## src/rtl/rpc_pkg.sv

```systemverilog
/*
  Shared constants, kinds and helpers for the registration packet link.
  Assumes one MAC clock; both ends compile against this package.
*/
// Notes on behaviour
// - Request: uplink, ident 3FFF, retain 0 drops links
// - Request with retain 1 keeps earlier links
// - Response: downlink, assigned ident, retain echoed
// - Ack: uplink, assigned ident, negative 0
// - Reject: downlink, ident 3FFF, negative 1, retain 0
// - Uplink negative assigned-ident packet: node leaves
// - Downlink negative assigned-ident packet: manager removes node
// - Leave answering a leave acts as acknowledge
// - Wrapped keys only in secure response
// - Manager sends keys only in wrapped form
// - Nonce only in secure request, response, reject
// - Nonce counter is 32 bits
// - Wrapped subnet key is 192 bits
// - Wrapped auth key is 192 bits
// - Segment limit nonzero only in response
package rpc_pkg;
  localparam int WORD_W    = 32;
  localparam int NONCE_W   = 32;
  localparam int KEY_W     = 192;
  localparam int KEY_WORDS = 6;
  localparam int IDENT_W   = 14;
  localparam int SAR_W     = 3;
  localparam int PROF_W    = 2;
  localparam int HDR_DIR   = 31;
  localparam int HDR_NEG   = 30;
  localparam int HDR_RET   = 29;
  localparam int HDR_ID    = 15;
  localparam int HDR_SAR   = 12;
  localparam int HDR_PROF  = 10;
  localparam logic [13:0] IDENT_NONE  = 14'h3FFF;
  localparam logic [3:0]  WORDS_NONE  = 4'h0;
  localparam logic [3:0]  WORDS_NONCE = 4'h1;
  localparam logic [3:0]  WORDS_FULL  = 4'hD;
  localparam logic [1:0]  PROF_ONE    = 2'h1;
  localparam logic [1:0]  PROF_TWO    = 2'h2;
  localparam logic [2:0]  SAR_NONE    = 3'h0;

  typedef enum logic [2:0] {
    K_BAD, K_ASK, K_GRANT, K_ACK, K_DENY, K_LVN, K_LVM
  } rpc_kind_e;
  typedef enum logic {TX_IDLE, TX_SEND} rpc_tx_e;
  typedef enum logic [1:0] {RX_IDLE, RX_PAY, RX_SKIP} rpc_rx_e;

  function automatic rpc_kind_e classify(input logic [31:0] h);
    logic dn;
    logic ng;
    logic rt;
    logic un;
    dn = h[HDR_DIR];
    ng = h[HDR_NEG];
    rt = h[HDR_RET];
    un = (h[HDR_ID +: IDENT_W] == IDENT_NONE);
    classify = K_BAD;
    if (!dn && un && !ng)
      classify = K_ASK;
    else if (dn && !un && !ng)
      classify = K_GRANT;
    else if (!dn && !un && !ng)
      classify = K_ACK;
    else if (dn && un && ng && !rt)
      classify = K_DENY;
    else if (!dn && !un && ng && !rt)
      classify = K_LVN;
    else if (dn && !un && ng && !rt)
      classify = K_LVM;
    if (classify != K_GRANT && h[HDR_SAR +: SAR_W] != SAR_NONE)
      classify = K_BAD;
  endfunction : classify

  function automatic logic [3:0] payloadWords(input rpc_kind_e k,
                                              input logic [1:0] prof);
    logic sec;
    sec = (prof == PROF_ONE) || (prof == PROF_TWO);
    if (sec && k == K_GRANT)
      payloadWords = WORDS_FULL;
    else if (sec && (k == K_ASK || k == K_DENY))
      payloadWords = WORDS_NONCE;
    else
      payloadWords = WORDS_NONE;
  endfunction : payloadWords

  function automatic logic [31:0] buildHeader(input rpc_kind_e k,
      input logic [13:0] id, input logic rt, input logic [2:0] sar,
      input logic [1:0] prof);
    logic [31:0] h;
    h = '0;
    h[HDR_DIR] = (k == K_GRANT) || (k == K_DENY) || (k == K_LVM);
    h[HDR_NEG] = (k == K_DENY) || (k == K_LVN) || (k == K_LVM);
    h[HDR_RET] = rt && (k == K_ASK || k == K_GRANT || k == K_ACK);
    h[HDR_ID +: IDENT_W] = (k == K_ASK || k == K_DENY) ? IDENT_NONE : id;
    h[HDR_SAR +: SAR_W] = (k == K_GRANT) ? sar : SAR_NONE;
    h[HDR_PROF +: PROF_W] = prof;
    buildHeader = h;
  endfunction : buildHeader

  // Payload word order: nonce, subnet key high first, auth key high first
  function automatic logic [31:0] pickWord(input logic [3:0] idx,
      input logic [31:0] nonce, input logic [191:0] sk,
      input logic [191:0] ak);
    int pos;
    pos = 0;
    if (idx == WORDS_NONE)
      pickWord = nonce;
    else if (int'(idx) <= KEY_WORDS)
    begin
      pos = KEY_W - WORD_W * int'(idx);
      pickWord = sk[pos +: WORD_W];
    end
    else
    begin
      pos = KEY_W - WORD_W * (int'(idx) - KEY_WORDS);
      pickWord = ak[pos +: WORD_W];
    end
  endfunction : pickWord
endpackage : rpc_pkg

```

## src/rtl/rpc_link_if.sv

```systemverilog
/*
  Word stream between the manager end and the joining node end.
  Assumes both ends share one clock; the bench joins them.
*/
interface rpc_link_if;
  logic        dnValid;
  logic [31:0] dnData;
  logic        dnLast;
  logic        upValid;
  logic [31:0] upData;
  logic        upLast;
  modport mgr (output dnValid, dnData, dnLast,
               input upValid, upData, upLast);
  modport node (input dnValid, dnData, dnLast,
                output upValid, upData, upLast);
endinterface : rpc_link_if

```

## src/rtl/rpc_manager_end.sv

```systemverilog
/*
  Manager end: sends response, reject and removal packets downlink,
  classifies request, ack and leave packets arriving uplink.
  Assumes the user holds tx inputs stable while txBusy is high.
*/
module rpc_manager_end (
  input  wire logic               clk,
  input  wire logic               rst_n,
  rpc_link_if.mgr                 link,
  input  wire logic               txStart,
  input  rpc_pkg::rpc_kind_e      txKind,
  input  wire logic [13:0]        txIdent,
  input  wire logic               txRetain,
  input  wire logic [2:0]         txSegLimit,
  input  wire logic [1:0]         txProfile,
  input  wire logic [31:0]        txNonce,
  input  wire logic [191:0]       txSubnetKeyWrapped,
  input  wire logic [191:0]       txAuthKeyWrapped,
  output logic                    txBusy,
  output logic                    txRefused,
  output logic                    rxDone,
  output logic                    rxInvalid,
  output rpc_pkg::rpc_kind_e      rxKind,
  output logic [13:0]             rxIdent,
  output logic                    rxRetain,
  output logic [1:0]              rxProfile,
  output logic [31:0]             rxNonce,
  output logic                    dropConns,
  output logic                    keepConns,
  output logic                    leaveAck,
  output logic                    leaveReq
);
  rpc_pkg::rpc_tx_e   txState_ff;
  logic [3:0]         txLeft_ff;
  logic [3:0]         txIdx_ff;
  logic [31:0]        txHead;
  logic [3:0]         txWords;
  logic               txLegal;
  rpc_pkg::rpc_rx_e   rxState_ff;
  logic [3:0]         rxLeft_ff;
  rpc_pkg::rpc_kind_e hdrKind;
  logic [3:0]         hdrWords;
  logic               hdrOk;
  logic               rxFinish;
  logic               rxFail;
  rpc_pkg::rpc_kind_e finKind;
  logic               finRetain;
  logic               pendLeave_ff;

  // Only well-formed downlink kinds may leave this end
  always_comb
  begin
    txHead = rpc_pkg::buildHeader(txKind, txIdent, txRetain, txSegLimit,
                                  txProfile);
    txWords = rpc_pkg::payloadWords(txKind, txProfile);
    txLegal = (rpc_pkg::classify(txHead) == txKind) &&
              (txKind inside {rpc_pkg::K_GRANT, rpc_pkg::K_DENY,
                              rpc_pkg::K_LVM});
  end

  always_ff @(posedge clk)
  begin
    if (!rst_n)
    begin
      txState_ff   <= rpc_pkg::TX_IDLE;
      txLeft_ff    <= 4'h0;
      txIdx_ff     <= 4'h0;
      txBusy       <= 1'b0;
      txRefused    <= 1'b0;
      link.dnValid <= 1'b0;
      link.dnData  <= 32'h0000_0000;
      link.dnLast  <= 1'b0;
    end
    else
    begin
      txRefused <= 1'b0;
      unique case (txState_ff)
        rpc_pkg::TX_IDLE:
        begin
          if (txStart && txLegal)
          begin
            txState_ff   <= rpc_pkg::TX_SEND;
            txBusy       <= 1'b1;
            link.dnValid <= 1'b1;
            link.dnData  <= txHead;
            link.dnLast  <= (txWords == rpc_pkg::WORDS_NONE);
            txLeft_ff    <= txWords;
            txIdx_ff     <= 4'h0;
          end
          else if (txStart)
            txRefused <= 1'b1;
        end
        rpc_pkg::TX_SEND:
        begin
          if (txLeft_ff != 4'h0)
          begin
            // Keys are taken only from the wrapped inputs
            link.dnData <= rpc_pkg::pickWord(txIdx_ff, txNonce,
                               txSubnetKeyWrapped,
                               txAuthKeyWrapped);
            link.dnLast <= (txLeft_ff == 4'h1);
            txLeft_ff   <= txLeft_ff - 4'h1;
            txIdx_ff    <= txIdx_ff + 4'h1;
          end
          else
          begin
            txState_ff   <= rpc_pkg::TX_IDLE;
            txBusy       <= 1'b0;
            link.dnValid <= 1'b0;
            link.dnLast  <= 1'b0;
          end
        end
      endcase
    end
  end

  // Header check and end-of-packet decision for the uplink stream
  always_comb
  begin
    hdrKind = rpc_pkg::classify(link.upData);
    hdrWords = rpc_pkg::payloadWords(hdrKind,
                 link.upData[rpc_pkg::HDR_PROF +: rpc_pkg::PROF_W]);
    hdrOk = (hdrKind inside {rpc_pkg::K_ASK, rpc_pkg::K_ACK,
                             rpc_pkg::K_LVN}) &&
            ((hdrWords == rpc_pkg::WORDS_NONE) == link.upLast);
    rxFinish = 1'b0;
    rxFail = 1'b0;
    finKind = rxKind;
    finRetain = rxRetain;
    if (link.upValid)
    begin
      unique case (rxState_ff)
        rpc_pkg::RX_IDLE:
        begin
          finKind = hdrKind;
          finRetain = link.upData[rpc_pkg::HDR_RET];
          rxFinish = hdrOk && link.upLast;
          rxFail = !hdrOk;
        end
        rpc_pkg::RX_PAY:
        begin
          rxFinish = link.upLast && (rxLeft_ff == 4'h1);
          rxFail = link.upLast != (rxLeft_ff == 4'h1);
        end
        rpc_pkg::RX_SKIP:
        begin
          rxFinish = 1'b0;
        end
      endcase
    end
  end

  always_ff @(posedge clk)
  begin
    if (!rst_n)
    begin
      rxState_ff <= rpc_pkg::RX_IDLE;
      rxLeft_ff  <= 4'h0;
      rxKind     <= rpc_pkg::K_BAD;
      rxIdent    <= 14'h0000;
      rxRetain   <= 1'b0;
      rxProfile  <= 2'h0;
      rxNonce    <= 32'h0000_0000;
    end
    else if (link.upValid)
    begin
      unique case (rxState_ff)
        rpc_pkg::RX_IDLE:
        begin
          if (hdrOk)
          begin
            rxKind    <= hdrKind;
            rxIdent   <= link.upData[rpc_pkg::HDR_ID +: rpc_pkg::IDENT_W];
            rxRetain  <= link.upData[rpc_pkg::HDR_RET];
            rxProfile <= link.upData[rpc_pkg::HDR_PROF +: rpc_pkg::PROF_W];
            rxLeft_ff <= hdrWords;
            if (!link.upLast)
              rxState_ff <= rpc_pkg::RX_PAY;
          end
          else if (!link.upLast)
            rxState_ff <= rpc_pkg::RX_SKIP;
        end
        rpc_pkg::RX_PAY:
        begin
          rxNonce   <= link.upData;
          rxLeft_ff <= rxLeft_ff - 4'h1;
          if (link.upLast)
            rxState_ff <= rpc_pkg::RX_IDLE;
          else if (rxLeft_ff == 4'h1)
            rxState_ff <= rpc_pkg::RX_SKIP;
        end
        rpc_pkg::RX_SKIP:
        begin
          if (link.upLast)
            rxState_ff <= rpc_pkg::RX_IDLE;
        end
      endcase
    end
  end

  // Own removal request outstanding; a send in the same cycle wins
  always_ff @(posedge clk)
  begin
    if (!rst_n)
      pendLeave_ff <= 1'b0;
    else if (txState_ff == rpc_pkg::TX_IDLE && txStart && txLegal &&
             txKind == rpc_pkg::K_LVM)
      pendLeave_ff <= 1'b1;
    else if (rxFinish && finKind == rpc_pkg::K_LVN)
      pendLeave_ff <= 1'b0;
  end

  always_ff @(posedge clk)
  begin
    if (!rst_n)
    begin
      rxDone    <= 1'b0;
      rxInvalid <= 1'b0;
      dropConns <= 1'b0;
      keepConns <= 1'b0;
      leaveAck  <= 1'b0;
      leaveReq  <= 1'b0;
    end
    else
    begin
      rxDone    <= rxFinish;
      rxInvalid <= rxFail;
      dropConns <= rxFinish && finKind == rpc_pkg::K_ASK &&
                   !finRetain;
      keepConns <= rxFinish && finKind == rpc_pkg::K_ASK &&
                   finRetain;
      leaveAck  <= rxFinish && finKind == rpc_pkg::K_LVN &&
                   pendLeave_ff;
      leaveReq  <= rxFinish && finKind == rpc_pkg::K_LVN &&
                   !pendLeave_ff;
    end
  end
endmodule : rpc_manager_end

```

## src/flat_wrapper.sv

```systemverilog
// flat-port wrapper written by rule: the top's interface ports become plain ports
module rpc_manager_end_flat 
  (clk, rst_n, txStart, txKind, txIdent, txRetain, txSegLimit, txProfile, txNonce, txSubnetKeyWrapped, txAuthKeyWrapped, txBusy, txRefused, rxDone, rxInvalid, rxKind, rxIdent, rxRetain, rxProfile, rxNonce, dropConns, keepConns, leaveAck, leaveReq, link_dnValid, link_dnData, link_dnLast, link_upValid, link_upData, link_upLast);
  rpc_link_if link_i ();
  input  wire logic clk;
  input  wire logic rst_n;
  input  wire logic txStart;
  input  rpc_pkg::rpc_kind_e txKind;
  input  wire logic [13:0] txIdent;
  input  wire logic txRetain;
  input  wire logic [2:0] txSegLimit;
  input  wire logic [1:0] txProfile;
  input  wire logic [31:0] txNonce;
  input  wire logic [191:0] txSubnetKeyWrapped;
  input  wire logic [191:0] txAuthKeyWrapped;
  output logic txBusy;
  output logic txRefused;
  output logic rxDone;
  output logic rxInvalid;
  output rpc_pkg::rpc_kind_e rxKind;
  output logic [13:0] rxIdent;
  output logic rxRetain;
  output logic [1:0] rxProfile;
  output logic [31:0] rxNonce;
  output logic dropConns;
  output logic keepConns;
  output logic leaveAck;
  output logic leaveReq;
  output wire logic [$bits(link_i.dnValid)-1:0] link_dnValid;
  output wire logic [$bits(link_i.dnData)-1:0] link_dnData;
  output wire logic [$bits(link_i.dnLast)-1:0] link_dnLast;
  input wire logic [$bits(link_i.upValid)-1:0] link_upValid;
  input wire logic [$bits(link_i.upData)-1:0] link_upData;
  input wire logic [$bits(link_i.upLast)-1:0] link_upLast;
  assign link_dnValid = link_i.dnValid;
  assign link_dnData = link_i.dnData;
  assign link_dnLast = link_i.dnLast;
  assign link_i.upValid = link_upValid;
  assign link_i.upData = link_upData;
  assign link_i.upLast = link_upLast;
  rpc_manager_end u_core (.clk(clk), .rst_n(rst_n), .link(link_i), .txStart(txStart), .txKind(txKind), .txIdent(txIdent), .txRetain(txRetain), .txSegLimit(txSegLimit), .txProfile(txProfile), .txNonce(txNonce), .txSubnetKeyWrapped(txSubnetKeyWrapped), .txAuthKeyWrapped(txAuthKeyWrapped), .txBusy(txBusy), .txRefused(txRefused), .rxDone(rxDone), .rxInvalid(rxInvalid), .rxKind(rxKind), .rxIdent(rxIdent), .rxRetain(rxRetain), .rxProfile(rxProfile), .rxNonce(rxNonce), .dropConns(dropConns), .keepConns(keepConns), .leaveAck(leaveAck), .leaveReq(leaveReq));
endmodule
```

## config.mk

```make
export PLATFORM = sky130hd
export DESIGN_NAME = rpc_manager_end_flat
export DESIGN_NICKNAME = d
export VERILOG_FILES = /design/src/rtl/rpc_pkg.sv /design/src/rtl/rpc_link_if.sv /design/src/rtl/rpc_manager_end.sv /design/src/flat_wrapper.sv
export SDC_FILE = /design/constraint.sdc
export NUM_CORES = 1
export LEC_CHECK = 0
export ABC_AREA = 1
export BUFFER_PORTS_ARGS = -buffer_cell sky130_fd_sc_hd__buf_2
export CORE_AREA = 2 2 220 222
export DETAILED_ROUTE_END_ITERATION = 12
export DIE_AREA = 0 0 222 224
export PLACE_DENSITY = 0.43
export SLEW_MARGIN = 20
export SYNTH_ARGS = -nofsm -noshare
export SYNTH_HDL_FRONTEND = slang
export SYNTH_SLANG_ARGS = --single-unit
```

## constraint.sdc

```tcl
create_clock -name clk -period 5.7 [get_ports clk]
set_clock_uncertainty 0.15 [all_clocks]
set_input_delay 0.57 -clock clk [delete_from_list [all_inputs] [get_ports clk]]
set_output_delay 0.57 -clock clk [all_outputs]
set_load 0.005 [all_outputs]
```

==> reports/results.ini <==
[detailed_routing]
num_vias = 12320
wl_met1_mm = 21.70
drt-total-wl_mm = 52.95
maxUsedRoutingLayer = met5
first_iter_violations = 849
vias_per_cell = 4.688
firstDrtPassIters = 11
wire_per_inst_um = 20.15
wl_met2_mm = 26.09
drc = 4
postRouteAntennaNets = 0
dr_wl_met3_mm = 3.604

[die]
die_area_mm2 = 0.04973
start_util = 0.1881
placeableCoreArea_mm2 = 0.04735
die_h_um = 224
die_x_um = 222
rows = 80
num_io_pins = 570

[yosys]
yosysSeqAreaShare = 0.2450
synth_top_cell_area_share = 0.2450
syn_nets = 2006
yosysWarnings = 0
synth-seq-cells = 109
synth.most_common_cell = nand2_1
synth-edff-count = 0
synthesis.area_mm2 = 0.008905
synthTopCellsByArea = dfxtp_1 (25%), nand2_1 (20%), nor2_1 (9.4%)
synthFlopType = dfxtp_1
syn_avg_cell_area_um2 = 5.882
syn_inst = 1514
yosys-top-cells-count = nand2_1 (476), nor2_1 (222), o21ai_0 (134)
synth.largest_area_cell = dfxtp_1
ys_types = 48
async_flop_share = 0

[cts]
clk_pin_slew_ns = 0.08
cts_buffer_depth = 2
insertion_delay_ns = 0.36
postCtsHoldBufs = 0
cts_tree = done
post_cts_buffers = 0
cts_resized = 0
cts.sinks = 109
cts_root_buf = clkbuf_16
cts_max_level = 3
cts_made_buffers = 9

[global_route]
grt_pass1_wl_mm = 76.90
grt_max_degree = 100
antenna_found_initial = 19
grt_overflow_total = 0
grt_pass1_vias = 12206
track_usage = 0.2047

[place]
placed_area_mm2 = 0.01216
gp_congestion = 0.9813
post-dp-hpwl_mm = 42.50
port_buffers = 569

[critical_path]
cp.arrival_ns = 3.74
r2r-end = u_core.link.dnData[26]
cp.required_ns = 5.80
crit_fanout = 99
ff2ff_path_depth = 10
crit_end = u_core.link.dnData[26]
crit_type = register to register
crit_path_end_kind = register
r2r_setup_slack_ns = 2.06
r2r_start = u_core.txIdx_ff[0]
startpoint = u_core.txIdx_ff[0]
startpoint_type = register

[hold_path]
min_path_type = primary input to register

[sta]
rsz0062_at_grt = no
finalHoldViolCount = 0
relSlewSlack = 0.2616
finalSetupTns_ns = 0
worst_pin_slew_ns = 1.106
setup_violations = 0
finalCriticalPeriod_ns = 3.637
fmax_mhz = 275.0
slew_violations = 0
min_period_over_period = 0.6380

[power]
ir_drop_mv = 0.1410
leakagePower_nw = 6.207
cellPowerDensity_mw_per_mm2 = 170.1

[final_layout]
fin_nets = 2487
fillers = 5492
area_growth_syn_to_layout_pct = 39.99
fin_area_mm2 = 0.01247
layout-drive-gt1-share = 0.3207

[flow_run]
max_cap_viol_count = 0

[status]
violations = DRC
outcome = complete, but fails checks

[layer usage]
layer	up-vias	track usage
li1	6059	-
met1	5686	0.2388
met2	485	0.3664
met3	76	0.05325
met4	14	0.06146
met5	-	0
[critical path, stage by stage (launching register included)]
cell	delay, ns
dfxtp_4	0.39
buf_4	0.76
a21oi_1	0.23
nand3_1	0.21
clkinv_1	0.79
nand2_1	0.44
nand2_1	0.22
o211ai_1	0.13
nand2_1	0.08
nor2_1	0.08
nor2_1	0.05
[worst min-delay path by stage]
stage,start,endpoint,slack (ns),cells past startpoint
floorplan,u_core.pendLeave_ff,u_core.leaveReq,0.25,1
global placement,u_core.txLeft_ff[1],u_core.txLeft_ff[1],0.30,2
detailed placement,u_core.rxIdent[9],u_core.rxIdent[9],0.31,2
CTS,txStart,u_core.txRefused,0.29,3
global route,link_upData[28],u_core.rxIdent[13],0.30,3
finish,link_upData[8],u_core.rxNonce[8],0.31,3
[cells in the final DEF, fill, tap and decap left out, types with 2 or more instances in the layout]
master / n
a32o_1: 21
a21oi_2: 10
nand3_1: 69
o21ai_2: 3
or2_1: 4
diode_2: 14
a22o_1: 42
or2_2: 10
clkinv_1: 3
nand2_1: 476
dfxtp_1: 108
nor2_1: 220
buf_4: 16
inv_6: 3
ha_1: 15
o211ai_1: 31
a21oi_1: 79
nor2_4: 2
clkbuf_16: 9
nor3_1: 7
o21ai_0: 134
o21ai_1: 32
inv_2: 3
clkinv_2: 2
buf_2: 569
nor2_2: 2
o22ai_1: 42
nand4_1: 8
inv_1: 53
xor2_1: 3
a31oi_1: 2
[power by group]
group / internal [mW] / switching, mW / leakage (nW)
clock: 0.302 / 0.320 / 0.135
sequential: 0.804 / 0.0301 / 0.888
combinational: 0.278 / 0.387 / 5.18
total: 1.38 / 0.737 / 6.21
[through the flow]
stage	worst slack, ns	utilization	hold WS (ns)	power [mW]	std cells
after floorplan	2.971	-	0.2482	1.178	1514
after CTS	2.116	0.2626	0.2909	2.165	2614
final	2.063	0.2633	0.3068	2.120	2628
after global placement	2.130	0.2568	0.3005	1.523	2599
after global routing	1.776	0.2629	0.2982	2.260	2621
after detailed placement	2.136	0.2568	0.3062	1.522	2599
[state kept, by name (all words and copies together), names as in the netlist, 2 cells and up]
register / flops
u_core.rxState_ff: 2
u_core.txLeft_ff: 4
u_core.rxNonce: 32
u_core.txIdx_ff: 4
u_core.rxProfile: 2
u_core.rxLeft_ff: 4
u_core.link.dnData: 32
u_core.rxKind: 3
u_core.rxIdent: 14
[cell type report]
class                      count  area (um^2)  share of cell area
sequential                   109         2186              0.1753
timing repair buffer         585         2968              0.2381
inverter                      62        241.5             0.01937
multi-input combinational   1228         5995              0.4809
clock buffer                  10        229.0             0.01837
clock inverter                 5        42.54            0.003413
antenna                       14        35.03            0.002810
tap                          615        769.5             0.06173
[logic make-up after synthesis]
logic type | count (synthesis) | synth area share
and+or+nand+nor | 804 | 0.3614
xor gates and xnor gates | 4 | 0.003935
AOI/OAI and AO/OA | 404 | 0.2805
DFF | 109 | 0.2450
adders and majority gates | 16 | 0.02248
buffers and inverters | 177 | 0.08669
No activity file was read; power rests on OpenSTA's default activity.
